===== config.mk =====
export PLATFORM = sky130hd
export DESIGN_NAME = touch_probe_position_capture
export DESIGN_NICKNAME = d
export VERILOG_FILES = /design/src/pkg/probe_pkg.sv /design/src/probe_channel.sv /design/src/probe_edge.sv /design/src/touch_probe_position_capture.sv
export SDC_FILE = /design/constraint.sdc
export NUM_CORES = 1
export LEC_CHECK = 0
export ABC_AREA = 1
export BUFFER_PORTS_ARGS = -buffer_cell sky130_fd_sc_hd__buf_2
export CORE_MARGIN = 1.5
export CORE_UTILIZATION = 50
export CTS_CLUSTER_DIAMETER = 150
export DETAILED_ROUTE_END_ITERATION = 10
export GPL_TIMING_DRIVEN = 0
export PLACE_DENSITY = 0.8
export SLEW_MARGIN = 20
export SYNTH_ARGS = -nofsm -noshare
export SYNTH_HDL_FRONTEND = slang
export SYNTH_SLANG_ARGS = --single-unit

===== constraint.sdc =====
create_clock -name clk_in -period 1.5 [get_ports clk_in]
set_clock_uncertainty 0.15 [all_clocks]
set_input_delay 0 -clock clk_in [delete_from_list [all_inputs] [get_ports clk_in]]
set_output_delay 0 -clock clk_in [all_outputs]
set_load 0.02 [all_outputs]

===== src/pkg/probe_pkg.sv =====
// constants for the touch probe position capture unit
package probe_pkg;
	// ====================================================
	// object addresses
	localparam logic [15:0] ADDR_CONTROL = 16'h60b8;
	localparam logic [15:0] ADDR_STATUS = 16'h60b9;
	// ====================================================
	// control fields
	localparam int CTL_ARM1 = 0;
	localparam int CTL_CONT1 = 1;
	localparam int CTL_SRC1 = 2;
	localparam int CTL_RISE1 = 4;
	localparam int CTL_FALL1 = 5;
	localparam int CTL_ARM2 = 8;
	localparam int CTL_CONT2 = 9;
	localparam int CTL_SRC2 = 10;
	localparam int CTL_RISE2 = 12;
	localparam int CTL_FALL2 = 13;
	localparam logic [15:0] CTL_WRITE_MASK = 16'h3737;
	localparam logic [15:0] CTL_RESET = 16'h0000;
	// ====================================================
	// status fields
	localparam int STS_ACT1 = 0;
	localparam int STS_RISE1 = 1;
	localparam int STS_FALL1 = 2;
	localparam int STS_ACT2 = 8;
	localparam int STS_RISE2 = 9;
	localparam int STS_FALL2 = 10;
	localparam logic [15:0] STS_RESET = 16'h0000;
	localparam int POS_W = 32;
endpackage


===== src/probe_channel.sv =====
// one probe channel: arm, mode, edge enables, capture
`timescale 1ns/1ps
module probe_channel #(
	parameter int POS_W = 32
) (
	input wire logic clk_in,
	input wire logic srst_in,
	input wire logic arm_in,
	input wire logic cont_in,
	input wire logic rise_en_in,
	input wire logic fall_en_in,
	input wire logic rise_in,
	input wire logic fall_in,
	input wire logic [POS_W-1:0] pos_in,
	output logic active_out,
	output logic rise_done_out,
	output logic fall_done_out,
	output logic [POS_W-1:0] rise_pos_out,
	output logic [POS_W-1:0] fall_pos_out
);
	logic take_rise;
	logic take_fall;

	// single shot blocks further edges of the same kind
	assign take_rise = arm_in & rise_en_in & rise_in & (cont_in | ~rise_done_out);
	assign take_fall = arm_in & fall_en_in & fall_in & (cont_in | ~fall_done_out);

	always_ff @(posedge clk_in) begin
		if (srst_in) begin
			active_out <= 1'b0;
		end else begin
			active_out <= arm_in;
		end
	end

	// disarm clears the flags, so a re-arm starts clean
	always_ff @(posedge clk_in) begin
		if (srst_in || !arm_in) begin
			rise_done_out <= 1'b0;
			fall_done_out <= 1'b0;
		end else begin
			if (take_rise) begin
				rise_done_out <= 1'b1;
			end
			if (take_fall) begin
				fall_done_out <= 1'b1;
			end
		end
	end

	always_ff @(posedge clk_in) begin
		if (srst_in) begin
			rise_pos_out <= '0;
			fall_pos_out <= '0;
		end else begin
			if (take_rise) begin
				rise_pos_out <= pos_in;
			end
			if (take_fall) begin
				fall_pos_out <= pos_in;
			end
		end
	end
endmodule


===== src/probe_edge.sv =====
// edge detector for one trigger source
`timescale 1ns/1ps
module probe_edge (
	input wire logic clk_in,
	input wire logic srst_in,
	input wire logic sig_in,
	output logic rise_out,
	output logic fall_out
);
	logic prev_q;
	logic valid_q;

	// first cycle after reset sees no edge, avoids a false capture
	always_ff @(posedge clk_in) begin
		if (srst_in) begin
			prev_q <= 1'b0;
			valid_q <= 1'b0;
		end else begin
			prev_q <= sig_in;
			valid_q <= 1'b1;
		end
	end

	assign rise_out = valid_q & sig_in & ~prev_q;
	assign fall_out = valid_q & ~sig_in & prev_q;
endmodule


===== src/touch_probe_position_capture.sv =====
// touch probe position capture unit, top level
// ====================================================
// Operation
// - an armed channel stores the motor position on each enabled trigger edge in continuous mode, on the first of each kind only in single-shot.
// - control bit 0 arms channel one when set and disarms it when clear.
// - control bit 8 arms channel two when set and disarms it when clear.
// - control bits 1 and 9 pick single-shot when zero and continuous when one.
// - control bit 2 picks channel one's pin when zero, the zero pulse when one.
// - control bit 10 picks channel two's pin when zero, the zero pulse when one.
// - control bits 4 and 12 enable capture on a rising edge.
// - control bits 5 and 13 enable capture on a falling edge.
// - status bit 0 shows channel one armed.
// - status bit 8 shows channel two armed.
// - status bit 1 shows channel one captured on a rising edge.
// - status bit 2 shows channel one captured on a falling edge.
// - status bit 9 shows channel two captured on a rising edge.
// - status bit 10 shows channel two captured on a falling edge.
`timescale 1ns/1ps
module touch_probe_position_capture
	import probe_pkg::*;
#(
	parameter int POS_WIDTH = POS_W
) (
	input wire logic clk_in,
	input wire logic srst_in,
	input wire logic probe1_in,
	input wire logic probe2_in,
	input wire logic zero_pulse_in,
	input wire logic [POS_WIDTH-1:0] position_in,
	input wire logic obj_wr_in,
	input wire logic obj_rd_in,
	input wire logic [15:0] obj_addr_in,
	input wire logic [15:0] obj_wdata_in,
	output logic [15:0] obj_rdata_out,
	output logic obj_rvalid_out,
	output logic obj_err_out,
	output logic [POS_WIDTH-1:0] pos1_rise_out,
	output logic [POS_WIDTH-1:0] pos1_fall_out,
	output logic [POS_WIDTH-1:0] pos2_rise_out,
	output logic [POS_WIDTH-1:0] pos2_fall_out
);
	// ====================================================
	// request decode
	logic hit_ctl;
	logic hit_sts;
	logic wr_ctl;
	logic wr_bad;
	logic rd_ctl;
	logic rd_sts;
	logic rd_bad;

	assign hit_ctl = (obj_addr_in == ADDR_CONTROL);
	assign hit_sts = (obj_addr_in == ADDR_STATUS);
	assign wr_ctl = obj_wr_in & hit_ctl;
	// status is read-only, so a write there is refused like an unknown index
	assign wr_bad = obj_wr_in & ~hit_ctl;
	assign rd_ctl = obj_rd_in & hit_ctl;
	assign rd_sts = obj_rd_in & hit_sts;
	assign rd_bad = obj_rd_in & ~hit_ctl & ~hit_sts;

	// ====================================================
	// control object
	logic [15:0] ctl_q;
	logic [15:0] wdata_masked;

	// reserved bits never reach the register
	assign wdata_masked = obj_wdata_in & CTL_WRITE_MASK;

	always_ff @(posedge clk_in) begin
		if (srst_in) begin
			ctl_q <= CTL_RESET;
		end else if (wr_ctl) begin
			ctl_q <= wdata_masked;
		end
	end

	// ====================================================
	// control fields, channel one
	logic arm1;
	logic cont1;
	logic src1;
	logic rise_en1;
	logic fall_en1;

	assign arm1 = ctl_q[CTL_ARM1];
	assign cont1 = ctl_q[CTL_CONT1];
	assign src1 = ctl_q[CTL_SRC1];
	assign rise_en1 = ctl_q[CTL_RISE1];
	assign fall_en1 = ctl_q[CTL_FALL1];

	// ====================================================
	// control fields, channel two
	logic arm2;
	logic cont2;
	logic src2;
	logic rise_en2;
	logic fall_en2;

	assign arm2 = ctl_q[CTL_ARM2];
	assign cont2 = ctl_q[CTL_CONT2];
	assign src2 = ctl_q[CTL_SRC2];
	assign rise_en2 = ctl_q[CTL_RISE2];
	assign fall_en2 = ctl_q[CTL_FALL2];

	// ====================================================
	// trigger sources
	logic trig1;
	logic trig2;
	logic r1;
	logic f1;
	logic r2;
	logic f2;

	// source switch may itself look like an edge; software should disarm first
	assign trig1 = src1 ? zero_pulse_in : probe1_in;
	assign trig2 = src2 ? zero_pulse_in : probe2_in;

	probe_edge u_edge1 (
		.clk_in(clk_in),
		.srst_in(srst_in),
		.sig_in(trig1),
		.rise_out(r1),
		.fall_out(f1)
	);

	probe_edge u_edge2 (
		.clk_in(clk_in),
		.srst_in(srst_in),
		.sig_in(trig2),
		.rise_out(r2),
		.fall_out(f2)
	);

	// ====================================================
	// channels
	logic act1;
	logic rd1;
	logic fd1;
	logic act2;
	logic rd2;
	logic fd2;

	probe_channel #(.POS_W(POS_WIDTH)) u_ch1 (
		.clk_in(clk_in),
		.srst_in(srst_in),
		.arm_in(arm1),
		.cont_in(cont1),
		.rise_en_in(rise_en1),
		.fall_en_in(fall_en1),
		.rise_in(r1),
		.fall_in(f1),
		.pos_in(position_in),
		.active_out(act1),
		.rise_done_out(rd1),
		.fall_done_out(fd1),
		.rise_pos_out(pos1_rise_out),
		.fall_pos_out(pos1_fall_out)
	);

	probe_channel #(.POS_W(POS_WIDTH)) u_ch2 (
		.clk_in(clk_in),
		.srst_in(srst_in),
		.arm_in(arm2),
		.cont_in(cont2),
		.rise_en_in(rise_en2),
		.fall_en_in(fall_en2),
		.rise_in(r2),
		.fall_in(f2),
		.pos_in(position_in),
		.active_out(act2),
		.rise_done_out(rd2),
		.fall_done_out(fd2),
		.rise_pos_out(pos2_rise_out),
		.fall_pos_out(pos2_fall_out)
	);

	// ====================================================
	// status object and read port
	logic [15:0] sts;

	always_comb begin
		sts = STS_RESET;
		sts[STS_ACT1] = act1;
		sts[STS_RISE1] = rd1;
		sts[STS_FALL1] = fd1;
		sts[STS_ACT2] = act2;
		sts[STS_RISE2] = rd2;
		sts[STS_FALL2] = fd2;
	end

	logic [15:0] rd_word;

	// unread or refused indices answer zero
	always_comb begin
		rd_word = 16'h0000;
		if (rd_ctl) begin
			rd_word = ctl_q;
		end else if (rd_sts) begin
			rd_word = sts;
		end
	end

	always_ff @(posedge clk_in) begin
		if (srst_in) begin
			obj_rdata_out <= 16'h0000;
		end else begin
			obj_rdata_out <= rd_word;
		end
	end

	always_ff @(posedge clk_in) begin
		if (srst_in) begin
			obj_rvalid_out <= 1'b0;
		end else begin
			obj_rvalid_out <= obj_rd_in;
		end
	end

	// a read and a write together report only the read decode
	always_ff @(posedge clk_in) begin
		if (srst_in) begin
			obj_err_out <= 1'b0;
		end else begin
			obj_err_out <= rd_bad | (wr_bad & ~obj_rd_in);
		end
	end
endmodule


==> flow_summary_export.csv, run 1 <==
group,metric,value,unit
finish,drive_above_1_share,0.347,
worst_setup_path,path_max_fanout,10,
synth,synth_area_leader_cell,"dfxtp_1",
synth,synth-seq-area-share,0.522,
worst_setup_path,rr_endpoint,"u_ch2.fall_pos_out[20]",
finish,fin_cells,1232,
sta,layout_min_cycle_time,1570,ps
global_routing,antenna_found_initial,0,
route,first_pass_iters,5,
finish,areaGrowthSynthToFinish,51.7,%
sta,max_freq,636,MHz
cts,cts-buffers-inserted,17,
finish,diodes,0,
pwr,sw_frac_of_total,0.227,
die,io_pins,217,
synth,yosysWarnings,0,
sta,finalCritPeriodShare,1.05,
placement,hpwl,12800,um
pwr,seqPwrFrac,0.456,
placement,globalplace.congestion,0.859,
pwr,p_int,0.00718,W
sta,timing_worst_slew_pin_value,887,ps
placement,port_buffers,203,
route,drt_iter0_drc,767,
pwr,p_comb_frac,0.065,
route,routed_wl,21300,um
synth,netlist_area,0.00610,mm^2
die,die_w,113,um
pwr,leakage,4.03,nW
worst_setup_path,rr_worst_depth,6,
sta,fin_ws,-72.8,ps
route,vias,6748,
cts,cts-root-buf,"clkbuf_16",
outcome,outcome,"complete, but fails checks",
worst_hold_path,hold_start,"srst_in",
die,core_area,0.0120,mm^2
worst_hold_path,hp-class,"primary input to register",
sta,relSlewSlack,0.409,
cts,cts.clk_slew.worst_paths,60,ps
synth,synth_common_cells,"159 x dfxtp_1, 132 x a21oi_1, 108 x nand2_1",
synth,yosys.cell_types.count,23,
global_routing,grt_pass1_wl,31000,um
flow_run,cap_violations,0,
global_routing,grt_max_degree,17,
pwr,pwr_density_cell,1000,mW/mm^2
sta,rsz0062_at_grt,"yes",
synth,yosys.area.top_type_share,0.522,
global_routing,gr-total-overflow,0,
worst_setup_path,arrival,1730,ps
outcome,violations,"setup timing",
synth,synth_area_per_cell,8.12,um^2
synth,async_flop_share,0,
pwr,pwr-share-clk,0.479,
finish,fillers,820,
worst_setup_path,critPathKind,"register to register",
synth,synth_enable_flop_cells,0,
cts,htree_num_levels,4,
pwr,switchingPower,0.00211,W
finish,multi_input_area,0.00247,mm^2
synth,syn_inst,752,
global_routing,grt_usage,0.309,
cts,clock_latency,430,ps
sta,setup_tns,-428,ps
worst_hold_path,hold_depth,5,
global_routing,grt_pass1_vias,6080,
die,start_util,0.510,
route,vias_per_cell,5.48,
finish,nNetsFinal,1143,
worst_setup_path,worst_ep_required_time,1660,ps
worst_setup_path,worstSetupEndpointType,"register",
synth,synth_seq_cells,159,
worst_hold_path,holdPathEnd,"u_ch1.fall_pos_out[4]",
finish,regArea,0.00320,mm^2
sta,setup_viol,23,
die,rows,40,
die,die_h,113,um
route,ant_nets,0,
worst_setup_path,r2r_setup_slack,-70,ps
cts,cts_buffer_depth,2,
pwr,peakVddDrop,0.000819,V
die,dieArea,0.0129,mm^2
synth,synthTopCellsByArea,"dfxtp_1 52%, a21oi_1 11%, nand4_1 7.2%",
synth,yosys.cell_count.top_type,"dfxtp_1",
placement,place_inst,1107,
route,wire_per_inst,17.3,um
worst_setup_path,start_kind,"register",
route,drc,0,
cts,cts_tree,"done",
sta,slew_viol_final,0,
sta,final-hold-violation-count,0,
worst_setup_path,r2r-start,"ctl_q[13]",
synth,ys.flop_type,"dfxtp_1",
finish,final_core_util,0.774,
cts,cts_sinks,159,
[power by group through the flow]
stage / clock (W) / sequential [W] / combinational, W
3_5_place_dp: 0 / 0.00433 / 0.000373
2_1_floorplan: 0 / 0.00433 / 0.000177
6_report: 0.00445 / 0.00423 / 0.000599
5_1_grt: 0.00465 / 0.00423 / 0.000633
3_3_place_gp: 0 / 0.00433 / 0.000370
4_1_cts: 0.00445 / 0.00423 / 0.000518
[sequential cells by signal, indices dropped and copies added, names as in the netlist]
name and flops:
ctl_q 10, obj_err_out 1, obj_rdata_out 10, obj_rvalid_out 1, u_ch1.active_out 1, u_ch1.fall_done_out 1
u_ch1.fall_pos_out 32, u_ch1.rise_done_out 1, u_ch1.rise_pos_out 32, u_ch2.active_out 1, u_ch2.fall_done_out 1, u_ch2.fall_pos_out 32
u_ch2.rise_done_out 1, u_ch2.rise_pos_out 32, u_edge1.prev_q 1, u_edge2.prev_q 1, u_edge2.valid_q 1
[layout by cell type (no fill, tap or decap), drive strengths merged]
cell type	count
clkbuf	45
nand3	14
nand4	70
bufinv	3
dlygate4sd3	63
inv	89
o21ai	75
clkinvlp	3
dfxtp	159
nor3	2
conb	6
clkinv	5
buf	266
a21oi	132
nor2	44
nand2	108
nor3b	1
[metal layers]
metal  wire length [um]  up-vias  track usage
li1                   -     3166            -
met1               8610     3115        0.390
met2              10300      390        0.504
met3               1580       77       0.0622
met4                821        0        0.154
met5                  0        -            0
[critical path: stages, from the launching register on]
cell     delay, ps
dfxtp_1        370
nand2_1        110
nor2_4         180
nand3_4        160
buf_8          190
o21ai_0        220
a21oi_1         60
[metrics by stage]
stage                     hold slack [ps]  total power, W  setup slack [ps]  cell area (um^2)
after floorplan                     -15.1         0.00451               127              6120
after global placement               76.8         0.00470              -244              7320
after detailed placement             74.2         0.00470              -281              7320
after CTS                            9.48         0.00920              1.69              8790
after global routing                 49.5         0.00951              -113              9260
final                                39.9         0.00928             -72.8              9260
[cell families (layout without fill, tap and decap cells)]
family,Yosys count,in the layout,share of synthesized area
other,1,6,0.000614
AOI/OAI and AO/OA,207,207,0.175
buffers and inverters,148,474,0.115
and+or+nand+nor,237,239,0.189
DFF,159,159,0.522
[what timing repair did]
| item | 4_1_cts | 5_1_grt |
|---|---|---|
| gates resized for setup | 45 | 126 |
| pin swaps | 7 | 24 |
| endpoints found under the hold margin | 158 | 0 |
| hold buffers | 63 | 0 |
| buffers inserted | 9 | 16 |
| setup endpoints to repair | 124 | 135 |
| gates cloned | 1 | 5 |
[worst max-delay path by stage]
stage | start | endpoint | slack, ps | cells after the start
after floorplan | u_edge2.valid_q | u_ch1.fall_pos_out[23] | 130 | 6
after global placement | ctl_q[10] | u_ch2.fall_pos_out[15] | -240 | 6
after detailed placement | ctl_q[10] | u_ch2.fall_pos_out[19] | -280 | 6
after CTS | ctl_q[8] | u_ch2.rise_pos_out[18] | 2 | 7
after global routing | u_edge2.valid_q | u_ch1.fall_pos_out[19] | -110 | 6
final | ctl_q[13] | u_ch2.fall_pos_out[20] | -70 | 6
[cell type report]
cell class | instances | area share
clock inverter | 12 | 0.0174
sequential | 159 | 0.345
clock buffer | 20 | 0.0483
tap | 147 | 0.0199
inverter | 88 | 0.0360
buffer | 59 | 0.0518
timing repair buffer | 295 | 0.214
multi-input combinational | 452 | 0.267
Note: power is estimated with default switching activity, not from simulation.
==> inputs of run 2 (changes only) <==
- clock period: 1.5 -> 1.6 ns (I/O delays scaled with it)
==> flow_summary_export.csv, run 2 (synthesized netlist as in run 1, its figures left out) <==
group,metric,value,unit
route,drt_iter0_drc,666,
sta,setup_viol,0,
finish,mostFrequentLayoutCells,"209 x buf_2, 156 x dfxtp_1, 131 x a21oi_1",
sta,relSlewSlack,0.629,
finish,nNetsFinal,1121,
die,io_pins,217,
route,ant_nets,0,
route,drc,0,
global_routing,antenna_found_initial,0,
die,start_util,0.510,
die,die_h,113,um
finish,diodes,0,
global_routing,grt_pass1_wl,30400,um
sta,final-hold-violation-count,0,
cts,cts-buffers-inserted,17,
finish,drive_above_1_share,0.294,
cts,cts-root-buf,"clkbuf_16",
finish,final_common_cell,"buf_2",
route,wire_per_inst,16.5,um
cts,htree_num_levels,4,
die,core_area,0.0120,mm^2
cts,clock_latency,420,ps
worst_setup_path,worstSetupEndpointType,"register",
placement,hpwl,12800,um
flow_run,cap_violations,0,
worst_setup_path,worst_ep_required_time,1750,ps
route,vias,6568,
worst_hold_path,hp-class,"primary input to register",
cts,cts_tree,"done",
die,rows,40,
placement,globalplace.congestion,0.859,
cts,cts_sinks,159,
sta,layout_min_cycle_time,1540,ps
outcome,outcome,"finished clean",
die,die_w,113,um
finish,fin_area,0.00878,mm^2
placement,port_buffers,203,
sta,rsz0062_at_grt,"yes",
worst_setup_path,arrival,1690,ps
cts,cts.clk_slew.worst_paths,60,ps
route,first_pass_iters,5,
worst_setup_path,path_max_fanout,10,
sta,max_freq,647,MHz
global_routing,grt_usage,0.303,
sta,timing_worst_slew_pin_value,557,ps
sta,finalCritPeriodShare,0.965,
pwr,leakage,3.82,nW
route,routed_wl,20000,um
route,vias_per_cell,5.43,
global_routing,grt_max_degree,17,
sta,fin_ws,55.5,ps
finish,areaGrowthSynthToFinish,43.8,%
sta,slew_viol_final,0,
finish,fillers,891,
sta,hold_ws,38.1,ps
global_routing,gr-total-overflow,0,
pwr,peakVddDrop,0.000721,V
worst_setup_path,start_kind,"register",
cts,cts_buffer_depth,2,
worst_setup_path,critPathKind,"register to register",
die,dieArea,0.0129,mm^2
pwr,pwr_density_cell,987,mW/mm^2
placement,postPlaceCellArea,0.00732,mm^2
global_routing,grt_pass1_vias,5981,
placement,place_ws,-181,ps
## run 2: cell count changes in the layout (fill, tap and decap cells not counted), sizes merged
cell,before,now
nand3,14,13
dlymetal6s4s,0,1
clkbuf,45,43
buf,266,246
## run 2: area by class of cell
class	count	area, um^2	area share
multi-input combinational	451	2300	0.262
timing repair buffer	273	1750	0.200
clock inverter	12	161	0.0184
tap	147	184	0.0210
clock buffer	20	447	0.0509
sequential	159	3190	0.363
inverter	88	330	0.0376
buffer	60	414	0.0472
## run 2: critical path, stage by stage (launching register included)
cell	delay, ps
dfxtp_1	350
nand2_1	140
nor2_4	170
nand3_4	130
buf_4	200
o21ai_1	180
a21oi_1	80
## run 2: layer usage
metal	wire, um	GRT usage	vias up	part of all wire
met5	0	0	-	0
met4	791	0.141	0	0.040
met3	1420	0.0664	73	0.071
met2	9370	0.494	336	0.47
met1	8400	0.386	3053	0.42
li1	-	-	3106	-
## run 2: worst paths after layout
kind | from | endpoint | slack (ps) | depth (start not counted)
setup reg to reg | u_edge2.valid_q | u_ch2.fall_pos_out[15] | 60 | 6
setup / recovery | u_edge2.valid_q | u_ch2.fall_pos_out[15] | 60 | 6
hold reg to reg | u_ch2.fall_pos_out[23] | u_ch2.fall_pos_out[23] | 290 | 2
hold / removal | srst_in | u_edge1.prev_q | 40 | 3
## run 2: timing repair
action,4_1_cts,5_1_grt
gates resized for setup,19,44
pin swaps,4,5
hold buffers,64,0
endpoints found under the hold margin,158,0
setup endpoints to repair,114,128
gates cloned,0,1
setup buffers,3,3
## run 2: report_power, final
group,internal [W],total (W),switching [W]
combinational,0.000236,0.000511,0.000274
sequential,0.00396,0.00397,0.00000446
clock,0.00251,0.00418,0.00167
## run 2: per-stage QoR
stage                util  total power (W)  cells  setup TNS [ps]
finish              0.734          0.00866   1210               0
global route        0.734          0.00887   1210           -17.3
CTS                 0.724          0.00862   1206               0
detailed placement  0.612          0.00441   1107           -5950
global placement    0.612          0.00440   1107           -4650
floorplan               -          0.00423    757               0
==> inputs of run 3 (changes only) <==
- ABC_AREA: 1 -> unset
- CORE_UTILIZATION: 50 -> 49
- PLACE_DENSITY: 0.8 -> 0.79
- TNS_END_PERCENT: unset -> 10
==> flow_summary_export.csv, run 3 <==
group,metric,value,unit
pwr,peakVddDrop,0.000915,V
placement,place_inst,894,
worst_hold_path,hp-class,"primary input to register",
synth,yosys.cell_types.count,30,
finish,drive_above_1_share,0.338,
worst_setup_path,path_max_fanout,5,
finish,diodes,0,
global_routing,grt_max_degree,17,
synth,synthSimpleGateAreaFrac,0.129,
synth,synth_compound_area_frac,0.0451,
synth,netlist_area,0.00588,mm^2
finish,final_common_cell,"buf_2",
finish,nNetsFinal,909,
worst_setup_path,arrival,2050,ps
route,first_pass_iters,9,
worst_setup_path,r2r-start,"ctl_q[10]",
die,io_pins,217,
die,start_util,0.508,
cts,clock_latency,430,ps
placement,globalplace.congestion,0.818,
cts,cts_buffer_depth,2,
die,dieArea,0.0127,mm^2
synth,ys.flop_type,"dfxtp_1",
cts,cts_tree,"done",
global_routing,grt_usage,0.269,
route,drt_iter0_drc,264,
worst_setup_path,worst_ep_required_time,1740,ps
synth,synthMuxAreaShare,0.237,
synth,yosys.area.top_type_share,0.542,
sta,fin_ws,-304,ps
sta,timing_worst_slew_pin_value,689,ps
synth,synth-seq-area-share,0.542,
sta,rsz0062_at_grt,"yes",
route,ant_nets,0,
placement,postPlaceCellArea,0.00709,mm^2
finish,mostFrequentLayoutCells,"203 x buf_2, 157 x dfxtp_1, 138 x nor2_1",
cts,cts_sinks,159,
sta,setup_viol,128,
finish,fin_cells,993,
synth,synth_area_leader_cell,"dfxtp_1",
cts,cts-buffers-inserted,17,
worst_hold_path,hold_depth,5,
worst_setup_path,rr_endpoint,"u_ch2.fall_pos_out[22]",
route,drc,14,
synth,async_flop_share,0,
global_routing,grt_pass1_vias,5189,
pwr,pwr_density_cell,1000,mW/mm^2
synth,synthAdderAreaFrac,0,
route,routed_wl,17300,um
synth,yosysWarnings,0,
worst_setup_path,critPathKind,"register to register",
global_routing,gr-total-overflow,0,
synth,synth_enable_flop_cells,0,
global_routing,grt_pass1_wl,26400,um
sta,layout_min_cycle_time,1900,ps
die,rows,39,
finish,fin_area,0.00852,mm^2
worst_hold_path,hold_start,"obj_addr_in[11]",
synth,synth_area_per_cell,10.8,um^2
worst_setup_path,start_kind,"register",
finish,final_core_util,0.737,
worst_setup_path,r2r_setup_slack,-300,ps
sta,final-hold-violation-count,9,
sta,slew_viol_final,0,
synth,yosys.cell_count.top_type,"dfxtp_1",
sta,max_freq,525,MHz
outcome,violations,"DRC, hold timing, setup timing",
sta,relSlewSlack,0.541,
synth,synth_common_cells,"159 x dfxtp_1, 138 x nor2_1, 136 x mux2i_1",
cts,htree_num_levels,4,
route,vias_per_cell,5.15,
worst_setup_path,rr_worst_depth,6,
sta,finalCritPeriodShare,1.19,
synth,synth_seq_cells,159,
die,die_h,113,um
placement,port_buffers,203,
route,vias,5117,
finish,areaGrowthSynthToFinish,44.9,%
synth,synth_top_family_by_area,"multiplexers",
placement,hpwl,11200,um
cts,cts.clk_slew.worst_paths,60,ps
synth,syn_inst,543,
pwr,leakage,3.63,nW
synth,post_synth_xor_area_fraction,0,
placement,place_ws,-531,ps
die,die_w,113,um
cts,cts-root-buf,"clkbuf_16",
worst_setup_path,worstSetupEndpointType,"register",
sta,hold_ws,-79.1,ps
cts,postCtsHoldBufs,50,
flow_run,cap_violations,0,
synth,synthTopCellsByArea,"dfxtp_1 54%, mux2i_1 23%, nor2_1 8.8%",
die,core_area,0.0116,mm^2
outcome,outcome,"complete, but fails checks",
global_routing,antenna_found_initial,0,
worst_hold_path,holdPathEnd,"ctl_q[10]",
route,wire_per_inst,17.4,um
-- run 3: cell count changes after synthesis, moves of 70 or more --
cell	delta
mux2i_1	+136
nor2_1	+95
inv_1	-81
a21oi_1	-123
nand2_1	-103
nand4_1	-70
-- run 3: timing repair --
| item | in CTS | in global routing |
|---|---|---|
| setup buffers | 15 | 1 |
| endpoints found under the hold margin | 147 | 9 |
| setup endpoints to repair | 128 | 128 |
| resized for setup | 31 | 3 |
| cloned | 2 | 1 |
| pin swaps | 4 | 3 |
-- run 3: per-stage QoR --
| step | hold slack [ps] | power [W] | TNS [ps] |
|---|---|---|---|
| floorplan | -15.7 | 0.00418 | -20420 |
| finish | -79.1 | 0.00853 | -23110 |
| global placement | 90.4 | 0.00433 | -49710 |
| detailed placement | 88.7 | 0.00434 | -56050 |
| global route | -73.6 | 0.00876 | -32890 |
| CTS | -96.4 | 0.00855 | -27620 |
-- run 3: area by class of cell --
type	count	area, um^2
sequential	159	3190
fill	776	3050
multi-input combinational	348	2460
timing repair buffer	272	1730
clock buffer	20	437
buffer	36	344
tap	143	179
clock inverter	11	166
inverter	4	15.0
-- run 3: worst max-delay path by stage --
stage / start / to / slack, ps / depth (start not counted)
detailed placement: ctl_q[10] / u_ch2.fall_pos_out[20] / -530 / 5
global route: ctl_q[10] / u_ch2.fall_pos_out[1] / -400 / 6
global placement: ctl_q[10] / u_ch2.fall_pos_out[6] / -480 / 5
floorplan: ctl_q[10] / u_ch2.fall_pos_out[10] / -240 / 5
finish: ctl_q[10] / u_ch2.fall_pos_out[22] / -300 / 6
CTS: ctl_q[10] / u_ch2.fall_pos_out[7] / -330 / 6
-- run 3: worst max-delay path: stages (launching register included) --
cell,delay (ps)
dfxtp_2,340
mux2_4,330
a2111oi_4,320
buf_6,210
buf_16,130
mux2i_1,220
nor2_1,70
-- run 3: kinds of logic after synthesis --
family | count (synthesis)
AOI/OAI and AO/OA | 30
DFF | 159
buffers and inverters | 41
muxes | 138
other | 1
and+or+nand+nor | 174
-- run 3: power by group --
part / switching [W] / internal, W / total [W]
registers: 0.00000297 / 0.00397 / 0.00397
clock network: 0.00157 / 0.00260 / 0.00417
logic: 0.000212 / 0.000181 / 0.000393
total: 0.00179 / 0.00674 / 0.00853
-- run 3: metal layers --
metal,vias to the layer above,track usage,wire [um]
met3,39,0.0864,1310
li1,2422,-,-
met1,2431,0.304,6970
met4,0,0.119,450
met5,-,0,0
met2,225,0.467,8540
